--- src/rrs_pkg.sv ---
/*
  Constants, types and field layouts for the rotate / return / sleep
  execution block. Assumes a 14-bit instruction word and an 8-bit data path.
*/
// Functional notes
// - A right rotate through carry (opcode 1100) moves the old carry into bit 7 and the old bit 0 into carry.
// - A rotate with destination bit 0 writes the result to the accumulator and leaves the file register as it was.
// - A rotate with destination bit 1 writes the result back into the file register that was read.
// - Return (00 0000 0000 1000) pops the stack and loads the popped stack top into the program counter.
// - Return takes two instruction cycles because the prefetched word is dropped; rotates take one.
// - Sleep clears the watchdog counter and its prescaler.
// - Sleep clears the power-down flag and sets the timeout flag.
// - After sleep the core halts with the oscillator stopped until a wake-up condition arrives.
package rrs_pkg;

  localparam int INSTR_W = 14;
  localparam int DATA_W = 8;
  localparam int FADDR_W = 7;
  localparam int PC_W = 13;
  localparam int OP_W = 6;

  localparam logic [OP_W-1:0] OP_ROT_RIGHT = 6'h0c;
  localparam logic [OP_W-1:0] OP_ROT_LEFT = 6'h0d;
  localparam logic [INSTR_W-1:0] INSTR_RETURN = 14'h0008;
  localparam logic [INSTR_W-1:0] INSTR_SLEEP = 14'h0063;

  localparam logic DEST_ACC = 1'b0;
  localparam logic DEST_FILE = 1'b1;

  localparam logic [DATA_W-1:0] RST_DATA = 8'h00;
  localparam logic [FADDR_W-1:0] RST_FADDR = 7'h00;
  localparam logic [PC_W-1:0] RST_PC = 13'h0000;

  // Cycles taken by return, counted in instruction cycles
  localparam int RET_CYCLES = 2;
  localparam logic [1:0] FLUSH_CYCLES = 2'(RET_CYCLES - 1);

  typedef struct packed {
    logic [OP_W-1:0] op;
    logic dest;
    logic [FADDR_W-1:0] faddr;
  } rrs_instr_t;

  typedef struct packed {
    logic we;
    logic [FADDR_W-1:0] addr;
    logic [DATA_W-1:0] data;
  } rrs_file_wr_t;

  typedef struct packed {
    logic we;
    logic [DATA_W-1:0] data;
  } rrs_acc_wr_t;

  typedef struct packed {
    logic wdt_clear;
    logic pd_clear;
    logic to_set;
  } rrs_sleep_fx_t;

  typedef enum logic [1:0] {
    ST_RUN,
    ST_FLUSH,
    ST_HALT
  } rrs_state_t;

endpackage

--- src/rrs_exec.sv ---
/*
  Execution of rotate-through-carry, subroutine return and sleep.
  Assumes file_data_i already holds the register addressed by instr_i in
  the same cycle, and that all inputs are synchronous to clock_i.
*/
`timescale 1ns/100ps
module rrs_exec
  import rrs_pkg::*;
(
  input wire logic clock_i,
  input wire logic rst_b_i,
  input wire logic ce_i,
  input wire logic instr_valid_i,
  input wire logic [INSTR_W-1:0] instr_i,
  input wire logic [DATA_W-1:0] file_data_i,
  input wire logic carry_i,
  input wire logic [PC_W-1:0] stack_top_i,
  input wire logic wake_i,
  output rrs_file_wr_t file_wr_o,
  output rrs_acc_wr_t acc_wr_o,
  output logic carry_we_o,
  output logic carry_o,
  output logic pc_load_o,
  output logic [PC_W-1:0] pc_o,
  output logic stack_pop_o,
  output rrs_sleep_fx_t sleep_fx_o,
  output logic busy_o,
  output logic halted_o
);

  rrs_instr_t instr;
  rrs_state_t state_reg;
  logic [1:0] flush_cnt_reg;
  logic accept;
  logic is_rrf;
  logic is_rlf;
  logic is_ret;
  logic is_sleep;
  logic [DATA_W-1:0] rr_data;
  logic [DATA_W-1:0] rl_data;
  logic rr_carry;
  logic rl_carry;
  logic [DATA_W-1:0] rot_data;
  logic rot_carry;
  rrs_file_wr_t file_wr_reg;
  rrs_acc_wr_t acc_wr_reg;
  logic carry_we_reg;
  logic carry_reg;
  logic pc_load_reg;
  logic [PC_W-1:0] pc_reg;
  logic stack_pop_reg;
  rrs_sleep_fx_t sleep_fx_reg;
  logic busy_reg;
  logic halted_reg;

  assign instr = rrs_instr_t'(instr_i);
  // Words offered while flushing or halted are dropped, not queued
  assign accept = ce_i && instr_valid_i && (state_reg == ST_RUN);
  assign is_rrf = (instr.op == OP_ROT_RIGHT);
  assign is_rlf = (instr.op == OP_ROT_LEFT);
  assign is_ret = (instr_i == INSTR_RETURN);
  assign is_sleep = (instr_i == INSTR_SLEEP);

  rrs_rotate #(.LEFT(1'b0)) u_rot_right (
    .data_i(file_data_i),
    .carry_i(carry_i),
    .data_o(rr_data),
    .carry_o(rr_carry)
  );

  rrs_rotate #(.LEFT(1'b1)) u_rot_left (
    .data_i(file_data_i),
    .carry_i(carry_i),
    .data_o(rl_data),
    .carry_o(rl_carry)
  );

  assign rot_data = is_rlf ? rl_data : rr_data;
  assign rot_carry = is_rlf ? rl_carry : rr_carry;

  // Sequencing
  always_ff @(posedge clock_i) begin
    if (!rst_b_i) begin
      state_reg <= ST_RUN;
      flush_cnt_reg <= 2'h0;
    end else if (ce_i) begin
      case (state_reg)
        ST_RUN: begin
          if (accept && is_ret) begin
            state_reg <= ST_FLUSH;
            flush_cnt_reg <= FLUSH_CYCLES;
          end else if (accept && is_sleep) begin
            state_reg <= ST_HALT;
          end
        end
        ST_FLUSH: begin
          if (flush_cnt_reg <= 2'h1) begin
            state_reg <= ST_RUN;
            flush_cnt_reg <= 2'h0;
          end else begin
            flush_cnt_reg <= flush_cnt_reg - 2'h1;
          end
        end
        ST_HALT: begin
          if (wake_i) begin
            state_reg <= ST_RUN;
          end
        end
        default: begin
          state_reg <= ST_RUN;
        end
      endcase
    end
  end

  // Rotate results and carry
  always_ff @(posedge clock_i) begin
    if (!rst_b_i) begin
      file_wr_reg <= '{we: 1'b0, addr: RST_FADDR, data: RST_DATA};
      acc_wr_reg <= '{we: 1'b0, data: RST_DATA};
      carry_we_reg <= 1'b0;
      carry_reg <= 1'b0;
    end else if (ce_i) begin
      file_wr_reg.we <= 1'b0;
      acc_wr_reg.we <= 1'b0;
      carry_we_reg <= 1'b0;
      if (accept && (is_rrf || is_rlf)) begin
        carry_we_reg <= 1'b1;
        carry_reg <= rot_carry;
        if (instr.dest == DEST_FILE) begin
          file_wr_reg <= '{we: 1'b1, addr: instr.faddr, data: rot_data};
        end else begin
          acc_wr_reg <= '{we: 1'b1, data: rot_data};
        end
      end
    end
  end

  // Return
  always_ff @(posedge clock_i) begin
    if (!rst_b_i) begin
      pc_load_reg <= 1'b0;
      pc_reg <= RST_PC;
      stack_pop_reg <= 1'b0;
    end else if (ce_i) begin
      pc_load_reg <= 1'b0;
      stack_pop_reg <= 1'b0;
      if (accept && is_ret) begin
        pc_load_reg <= 1'b1;
        pc_reg <= stack_top_i;
        stack_pop_reg <= 1'b1;
      end
    end
  end

  // Sleep effects and status outputs
  always_ff @(posedge clock_i) begin
    if (!rst_b_i) begin
      sleep_fx_reg <= '{wdt_clear: 1'b0, pd_clear: 1'b0, to_set: 1'b0};
      busy_reg <= 1'b0;
      halted_reg <= 1'b0;
    end else if (ce_i) begin
      sleep_fx_reg <= '{wdt_clear: 1'b0, pd_clear: 1'b0, to_set: 1'b0};
      if (accept && is_sleep) begin
        sleep_fx_reg <= '{wdt_clear: 1'b1, pd_clear: 1'b1, to_set: 1'b1};
      end
      busy_reg <= (accept && is_ret) || ((state_reg == ST_FLUSH) && (flush_cnt_reg > 2'h1));
      halted_reg <= (accept && is_sleep) || ((state_reg == ST_HALT) && !wake_i);
    end
  end

  assign file_wr_o = file_wr_reg;
  assign acc_wr_o = acc_wr_reg;
  assign carry_we_o = carry_we_reg;
  assign carry_o = carry_reg;
  assign pc_load_o = pc_load_reg;
  assign pc_o = pc_reg;
  assign stack_pop_o = stack_pop_reg;
  assign sleep_fx_o = sleep_fx_reg;
  assign busy_o = busy_reg;
  assign halted_o = halted_reg;

  property p_rrf_value;
    @(posedge clock_i) disable iff (!rst_b_i)
    accept && is_rrf |=> carry_we_o && carry_o == $past(file_data_i[0])
      && (file_wr_o.we ? file_wr_o.data : acc_wr_o.data) == {$past(carry_i), $past(file_data_i[7:1])};
  endproperty
  a_rrf_value: assert property (p_rrf_value) else $error("right rotate result wrong");

  property p_dest_acc;
    @(posedge clock_i) disable iff (!rst_b_i)
    accept && (is_rrf || is_rlf) && instr.dest == DEST_ACC |=> acc_wr_o.we && !file_wr_o.we;
  endproperty
  a_dest_acc: assert property (p_dest_acc) else $error("accumulator destination not honoured");

  property p_dest_file;
    @(posedge clock_i) disable iff (!rst_b_i)
    accept && (is_rrf || is_rlf) && instr.dest == DEST_FILE
      |=> file_wr_o.we && !acc_wr_o.we && file_wr_o.addr == $past(instr_i[6:0]);
  endproperty
  a_dest_file: assert property (p_dest_file) else $error("file destination not honoured");

  property p_ret_pc;
    @(posedge clock_i) disable iff (!rst_b_i)
    accept && is_ret |=> pc_load_o && stack_pop_o && pc_o == $past(stack_top_i);
  endproperty
  a_ret_pc: assert property (p_ret_pc) else $error("return did not load stack top");

  property p_ret_flush;
    @(posedge clock_i) disable iff (!rst_b_i)
    accept && is_ret ##1 ce_i |=> !pc_load_o && !file_wr_o.we && !acc_wr_o.we && !carry_we_o;
  endproperty
  a_ret_flush: assert property (p_ret_flush) else $error("prefetched word not discarded");

  property p_rlf_value;
    @(posedge clock_i) disable iff (!rst_b_i)
    accept && is_rlf |=> carry_o == $past(file_data_i[7])
      && (file_wr_o.we ? file_wr_o.data : acc_wr_o.data) == {$past(file_data_i[6:0]), $past(carry_i)};
  endproperty
  a_rlf_value: assert property (p_rlf_value) else $error("left rotate result wrong");

  property p_sleep_wdt;
    @(posedge clock_i) disable iff (!rst_b_i)
    accept && is_sleep |=> sleep_fx_o.wdt_clear && !pc_load_o;
  endproperty
  a_sleep_wdt: assert property (p_sleep_wdt) else $error("sleep did not clear watchdog");

  property p_sleep_flags;
    @(posedge clock_i) disable iff (!rst_b_i)
    accept && is_sleep |=> sleep_fx_o.pd_clear && sleep_fx_o.to_set && halted_o;
  endproperty
  a_sleep_flags: assert property (p_sleep_flags) else $error("sleep status flags wrong");

  property p_halt_hold;
    @(posedge clock_i) disable iff (!rst_b_i)
    halted_o && ce_i && !wake_i |=> halted_o && !file_wr_o.we && !acc_wr_o.we && !pc_load_o;
  endproperty
  a_halt_hold: assert property (p_halt_hold) else $error("left halt without wake");

endmodule // rrs_exec

--- src/rrs_rotate.sv ---
/*
  One-bit rotate through carry, direction chosen by parameter.
  Assumes purely combinational use by the execution block.
*/
`timescale 1ns/100ps
module rrs_rotate
  import rrs_pkg::*;
#(
  parameter bit LEFT = 1'b0
) (
  input wire logic [DATA_W-1:0] data_i,
  input wire logic carry_i,
  output logic [DATA_W-1:0] data_o,
  output logic carry_o
);

  generate
    if (LEFT) begin : g_left
      assign data_o = {data_i[DATA_W-2:0], carry_i};
      assign carry_o = data_i[DATA_W-1];
    end else begin : g_right
      assign data_o = {carry_i, data_i[DATA_W-1:1]};
      assign carry_o = data_i[0];
    end
  endgenerate

endmodule // rrs_rotate

--- config.mk ---
export PLATFORM = sky130hd
export DESIGN_NAME = rrs_exec
export DESIGN_NICKNAME = d
export VERILOG_FILES = /design/src/rrs_pkg.sv /design/src/rrs_exec.sv /design/src/rrs_rotate.sv
export SDC_FILE = /design/constraint.sdc
export NUM_CORES = 1
export LEC_CHECK = 0
export ABC_AREA = 1
export BUFFER_PORTS_ARGS = -buffer_cell sky130_fd_sc_hd__buf_2
export CORE_MARGIN = 8
export CORE_UTILIZATION = 47
export CTS_CLUSTER_DIAMETER = 60
export DETAILED_ROUTE_END_ITERATION = 6
export GPL_TIMING_DRIVEN = 0
export PLACE_DENSITY = 0.78
export SETUP_SLACK_MARGIN = 0.5
export SLEW_MARGIN = 40
export SYNTH_ARGS = -nofsm -noshare
export SYNTH_HDL_FRONTEND = slang
export SYNTH_SLANG_ARGS = --single-unit
--- constraint.sdc ---
create_clock -name clock_i -period 1.8 [get_ports clock_i]
set_clock_uncertainty 0.15 [all_clocks]
set_input_delay 0.18 -clock clock_i [delete_from_list [all_inputs] [get_ports clock_i]]
set_output_delay 0.18 -clock clock_i [all_outputs]
set_load 0.02 [all_outputs]
==> flow_summary.yaml, run 1 <==
clocking:
  root_buffer: "clkbuf_8"
  clockBufferDepth: 2
  clock_latency_ns: 0.29
  clk_pin_slew_worst_paths_ns: 0.08
  cts_tree: "built"
  htree_levels: 2
  cts_buffers: 5
  cts_sinks: 48
detailed_routing:
  firstDrtPassIters: 5
  post_drt_wl_per_cell_um: 13.7
  drt-initial-drc-count: 132
  vias_per_cell: 5.00
  drc_errors: 0
  vias: 2305
  wl_um: 6330
  drtAntennaViolNets: 0
power:
  power.density_nw_per_um2: 666
  p_switching_mw: 0.447
  p_clk_share_pct: 37.5
  total_power_mw: 2.00
  seq_power_share_pct: 53.2
  vdd_drop_max_mv: 0.486
  netSwitchingFraction_pct: 22.3
  power_frac_comb_pct: 9.3
  leakagePower_nw: 1.46
  p_int_mw: 1.56
die:
  die_w_um: 82.7
  pin_count: 88
  start_util_pct: 48.4
  fp.coreArea_um2: 4320
  placementRows: 24
  dieHeight_um: 82.7
  die_area_um2: 6840
sta:
  fin_crit_ns: 1.52
  finalSetupViolations: 0
  tightest_slew_ns: 0.469
  slew_headroom_pct: 68.8
  slew_violations: 0
  fmax_mhz: 659
  finalHoldViolations: 0
  tns_ns: 0
  period_share_pct: 84.3
  rsz0062_at_grt: "true"
  worst_slack_ns: 0.282
  whs_ns: 0.0196
critical_path:
  critPathCaptureType: "flip-flop"
  arrival_ns: 1.60
  cp.required_ns: 1.88
  cp-start-kind: "flip-flop"
  r2r-end: "acc_wr_o[2]"
  ff2ff_setup_slack_ns: 0.28
  path_class: "reg2reg"
  reg2regPathDepth: 9
  r2r-start: "state_reg[1]"
  crit_fanout: 9
layout:
  area_delta_synth_final_pct: 44.0
  fillCellCount: 372
  drive_gt1_share_pct: 34.5
  multiInputGateArea_um2: 1010
  fin_nets: 449
  seq_area_um2: 965
  finalCoreUtilization_pct: 69.6
  largest_reg_flops: 16
  n_antenna_cell: 0
hold_path:
  min_to: "file_wr_o[12]"
  hold_depth: 3
  hp-class: "in2reg"
  hp-start: "instr_i[4]"
place:
  pre_cts_ws_ns: 0.0146
  dp_hpwl_um: 4410
  port_buffers: 85
  gp_congestion: 0.823
run:
  drv_cap: 0
logic_synthesis:
  netlist_area_um2: 2090
  ys_ff_latch: 48
  yosysWarningCount: 0
  synth_nets: 336
  yosysSeqAreaShare_pct: 46.0
  synthCells: 295
  synth.avg_cell_area_um2: 7.09
  synth_cell_types: 23
grt:
  grt_usage_pct: 18.2
  grt_pass1_wl_um: 9920
  grt_max_degree: 15
  antenna_found_initial: 0
  first_global_vias: 2216
  grt-ovfl-total: 0
outcome:
  status: "complete, no violations"
-- through the flow --
| step | cell area [µm²] | instances |
|---|---|---|
| final | 3010 | 461 |
| after detailed placement | 2630 | 432 |
| after global placement | 2630 | 432 |
| after floorplan | 2140 | 295 |
| after CTS | 2930 | 459 |
| after global routing | 3010 | 461 |
-- placed cells by master, fill, tap and decap left out, drive strengths merged --
master and count:
clkbuf 13, dlygate4sd3 14, o21ai 17, nand2 69, o22ai 1, dfxtp 48
nor3 3, nand3 32, a31oi 2, a21oi 23, a211oi 1, inv 23
bufinv 1, nand3b 1, buf 101, clkinv 1, nor2 59
-- how the worst max path moves through the flow --
| stage | from | endpoint | slack, ns |
|---|---|---|---|
| 4_1_cts | state_reg[1] | acc_wr_o[2] | 0.31 |
| 2_1_floorplan | state_reg[1] | acc_wr_o[0] | 0.25 |
| 3_5_place_dp | instr_i[13] | file_wr_o[2] | 0.01 |
| 3_3_place_gp | instr_i[13] | file_wr_o[2] | 0.04 |
| 6_report | state_reg[1] | acc_wr_o[2] | 0.28 |
| 5_1_grt | state_reg[1] | acc_wr_o[1] | 0.18 |
-- final cells by class --
| class | instances | share of cell area [%] |
|---|---|---|
| multi-input combinational | 208 | 33.7 |
| sequential | 48 | 32.0 |
| timing repair buffer | 106 | 21.5 |
| buffer | 16 | 4.11 |
| inverter | 23 | 2.87 |
| clock buffer | 6 | 2.41 |
| tap | 52 | 2.16 |
| clock inverter | 2 | 1.16 |
-- kinds of logic (layout without fill, tap and decap cells) --
logic type             count (synthesis)  count (layout)  synth area share (%)
and+or+nand+nor                      164             164                  34.4
DFF                                   48              48                  46.0
AOI/OAI and AO/OA                     44              44                  10.8
buffers and inverters                 39             153                  8.80
-- synthesized netlist by cell type --
cell type | number | area [µm²]
a211oi_1 | 1 | 7.51
clkbuf_1 | 5 | 18.8
nor3_4 | 1 | 16.3
nand3_1 | 32 | 160
nand2_4 | 3 | 33.8
nor2_1 | 54 | 203
a31oi_1 | 2 | 12.5
buf_2 | 3 | 15.0
nor3_1 | 2 | 10.0
nand3b_1 | 1 | 7.51
buf_4 | 4 | 30.0
o22ai_1 | 1 | 6.26
buf_1 | 1 | 3.75
inv_1 | 22 | 82.6
dfxtp_1 | 48 | 961
nand2_2 | 4 | 25.0
a21oi_1 | 23 | 115
inv_2 | 1 | 3.75
nor2_2 | 5 | 31.3
buf_6 | 2 | 22.5
nand2_1 | 62 | 233
o21ai_0 | 17 | 85.1
clkbuf_4 | 1 | 7.51
-- critical path, cell delays in order, from the launching register on --
cell and delay (ns):
dfxtp_2 0.36, nor2_4 0.14, nand2_4 0.08, nor3_4 0.15
buf_12 0.15, nand2_8 0.08, clkbuf_16 0.17, nand2_2 0.06
nand2_2 0.05, nor2_2 0.07
-- power groups by stage --
stage          sequential [mW]  clock (mW)  combinational, mW
3_5_place_dp              1.09           0              0.151
6_report                  1.07       0.752              0.186
3_3_place_gp              1.09           0              0.150
5_1_grt                   1.07       0.814              0.204
4_1_cts                   1.07       0.773              0.177
2_1_floorplan             1.10           0             0.0731
-- what timing repair did --
action                                 4_1_cts  5_1_grt
setup endpoints to repair                   46       50
buffers inserted                             5        1
endpoints found under the hold margin       14        0
cloned                                       0        1
pin swaps                                    3        5
resized for setup                            3       15
hold buffers                                14        0
-- per-layer routing --
metal | GRT usage (%) | wire length, µm | vias to the layer above
li1 | - | - | 1167
met1 | 21.1 | 2430 | 1028
met2 | 31.0 | 3140 | 103
met3 | 6.93 | 709 | 7
met4 | 4.14 | 49 | 0
met5 | 0 | 0 | -
Note: power is estimated with default switching activity, not from simulation.
==> inputs of run 2 (changes only) <==
==> constraint.sdc (replaced) <==
create_clock -name clock_i -period 1.6 [get_ports clock_i]
set_clock_uncertainty 0.15 [all_clocks]
set_input_delay 0.16 -clock clock_i [delete_from_list [all_inputs] [get_ports clock_i]]
set_output_delay 0.16 -clock clock_i [all_outputs]
set_load 0.02 [all_outputs]
==> flow_summary.yaml, run 2 (synthesized netlist as in run 1, its figures left out) <==
sta:
  period_share_pct: 96.7
  whs_ns: -0.00128
  fin_crit_ns: 1.55
  fmax_mhz: 646
  finalSetupViolations: 0
  worst_slack_ns: 0.0528
  finalHoldViolations: 1
  rsz0062_at_grt: "true"
  tightest_slew_ns: 0.465
  slew_violations: 0
  slew_headroom_pct: 69.0
critical_path:
  arrival_ns: 1.56
  cp.required_ns: 1.61
  path_class: "reg2reg"
  critPathMaxStageDelay_ns: 0.35
  cp-start-kind: "flip-flop"
  path_cells: "nor2_4, nand2_4, nor3_4, buf_4, nand2_4, buf_6, nand2_1, a21oi_1"
  crit_slowest_cell: "dfxtp_2"
  ff2ff_setup_slack_ns: 0.05
  crit_family: "simple AND/OR/NAND/NOR gates"
  path_common_cell: "nand2_4"
  worst-path-buf-inv: 2
  crit_fanout: 10
  critPathCaptureType: "flip-flop"
die:
  die_w_um: 82.7
  dieHeight_um: 82.7
  fp.coreArea_um2: 4320
  die_area_um2: 6840
  placementRows: 24
  pin_count: 88
  start_util_pct: 48.4
place:
  pre_cts_ws_ns: -0.147
  dp_hpwl_um: 4350
  placed_cells: 432
  port_buffers: 85
  gp_congestion: 0.814
power:
  vdd_drop_max_mv: 0.551
  leakagePower_nw: 1.49
  power.density_nw_per_um2: 642
  total_power_mw: 2.08
layout:
  largest_reg_flops: 16
  area_delta_synth_final_pct: 54.8
  finalCoreUtilization_pct: 74.9
  layout_common_cells: "nand2_1 (59), nor2_1 (53), buf_2 (39)"
  n_antenna_cell: 0
  final_common_cell: "nand2_1"
  final_cells: 464
  drive_gt1_share_pct: 41.7
  fillCellCount: 335
  fin_nets: 453
grt:
  grt_usage_pct: 17.5
  grt_pass1_wl_um: 9450
  antenna_found_initial: 0
  grt_max_degree: 14
  first_global_vias: 2151
  grt-ovfl-total: 0
clocking:
  htree_levels: 2
  cts_sinks: 48
  root_buffer: "clkbuf_8"
  cts_tree: "built"
  clockBufferDepth: 2
  clock_latency_ns: 0.29
  clk_pin_slew_worst_paths_ns: 0.08
  cts_buffers: 5
detailed_routing:
  vias_per_cell: 4.88
  firstDrtPassIters: 5
  vias: 2266
  post_drt_wl_per_cell_um: 13.7
  wl_um: 6340
  drc_errors: 0
  drtAntennaViolNets: 0
  drt-initial-drc-count: 154
outcome:
  violations: "negative hold slack"
  status: "finished with violations"
run:
  drv_cap: 0
hold_path:
  hp-class: "in2reg"
-- run 2: cell types whose count changed in the layout (fill, tap and decap cells not counted), sizes merged --
| cell | previous run | this run |
|---|---|---|
| dlygate4sd3 | 14 | 18 |
| buf | 101 | 102 |
| bufinv | 1 | 0 |
| clkbuf | 13 | 12 |
-- run 2: path summary, 6_finish.rpt --
kind / start / end / cells past startpoint
setup / recovery: state_reg[1] / file_wr_o[8] / 8
hold / removal: instr_i[3] / file_wr_o[11] / 3
hold reg to reg: file_wr_o[5] / file_wr_o[5] / 2
setup reg to reg: state_reg[1] / file_wr_o[8] / 8
-- run 2: report_power, final --
| group | leakage (nW) | internal (mW) | switching, mW | total, mW |
|---|---|---|---|---|
| Clock | 0.0410 | 0.297 | 0.367 | 0.665 |
| Combinational | 1.05 | 0.0987 | 0.116 | 0.214 |
| Sequential | 0.407 | 1.20 | 0.00248 | 1.20 |
| Total | 1.49 | 1.59 | 0.485 | 2.08 |
-- run 2: final cells by class --
type	instances	area [µm²]	share of cell area [%]
sequential	48	1010	31.2
multi-input combinational	208	996	30.8
timing repair buffer	110	866	26.7
buffer	16	135	4.17
inverter	23	86.3	2.67
clock buffer	6	72.6	2.24
tap	52	65.1	2.01
clock inverter	1	5.00	0.155
-- run 2: metal layers --
layer | track usage [%] | up-vias | part of all wire, %
li1 | - | 1169 | -
met1 | 19.9 | 995 | 40
met2 | 30.1 | 92 | 49
met3 | 5.95 | 10 | 10
met4 | 5.52 | 0 | 1.1
met5 | 0 | - | 0
-- run 2: what timing repair did --
item,CTS,global route
pin swaps,2,1
setup buffers,6,1
endpoints found under the setup margin,90,92
hold buffers,17,1
endpoints found under the hold margin,17,1
gates resized for setup,70,51
-- run 2: stage by stage --
| step | area (µm²) | TNS (ns) |
|---|---|---|
| floorplan | 2140 | 0 |
| detailed placement | 2640 | -2.02 |
| global placement | 2640 | -1.41 |
| global route | 3240 | -0.145 |
| finish | 3240 | 0 |
| CTS | 3090 | 0 |
-- run 2: worst register-to-register path, cell delays in order (launching register included) --
cell	delay [ns]
dfxtp_2	0.35
nor2_4	0.13
nand2_4	0.08
nor3_4	0.16
buf_4	0.18
nand2_4	0.08
buf_6	0.16
nand2_1	0.07
a21oi_1	0.07
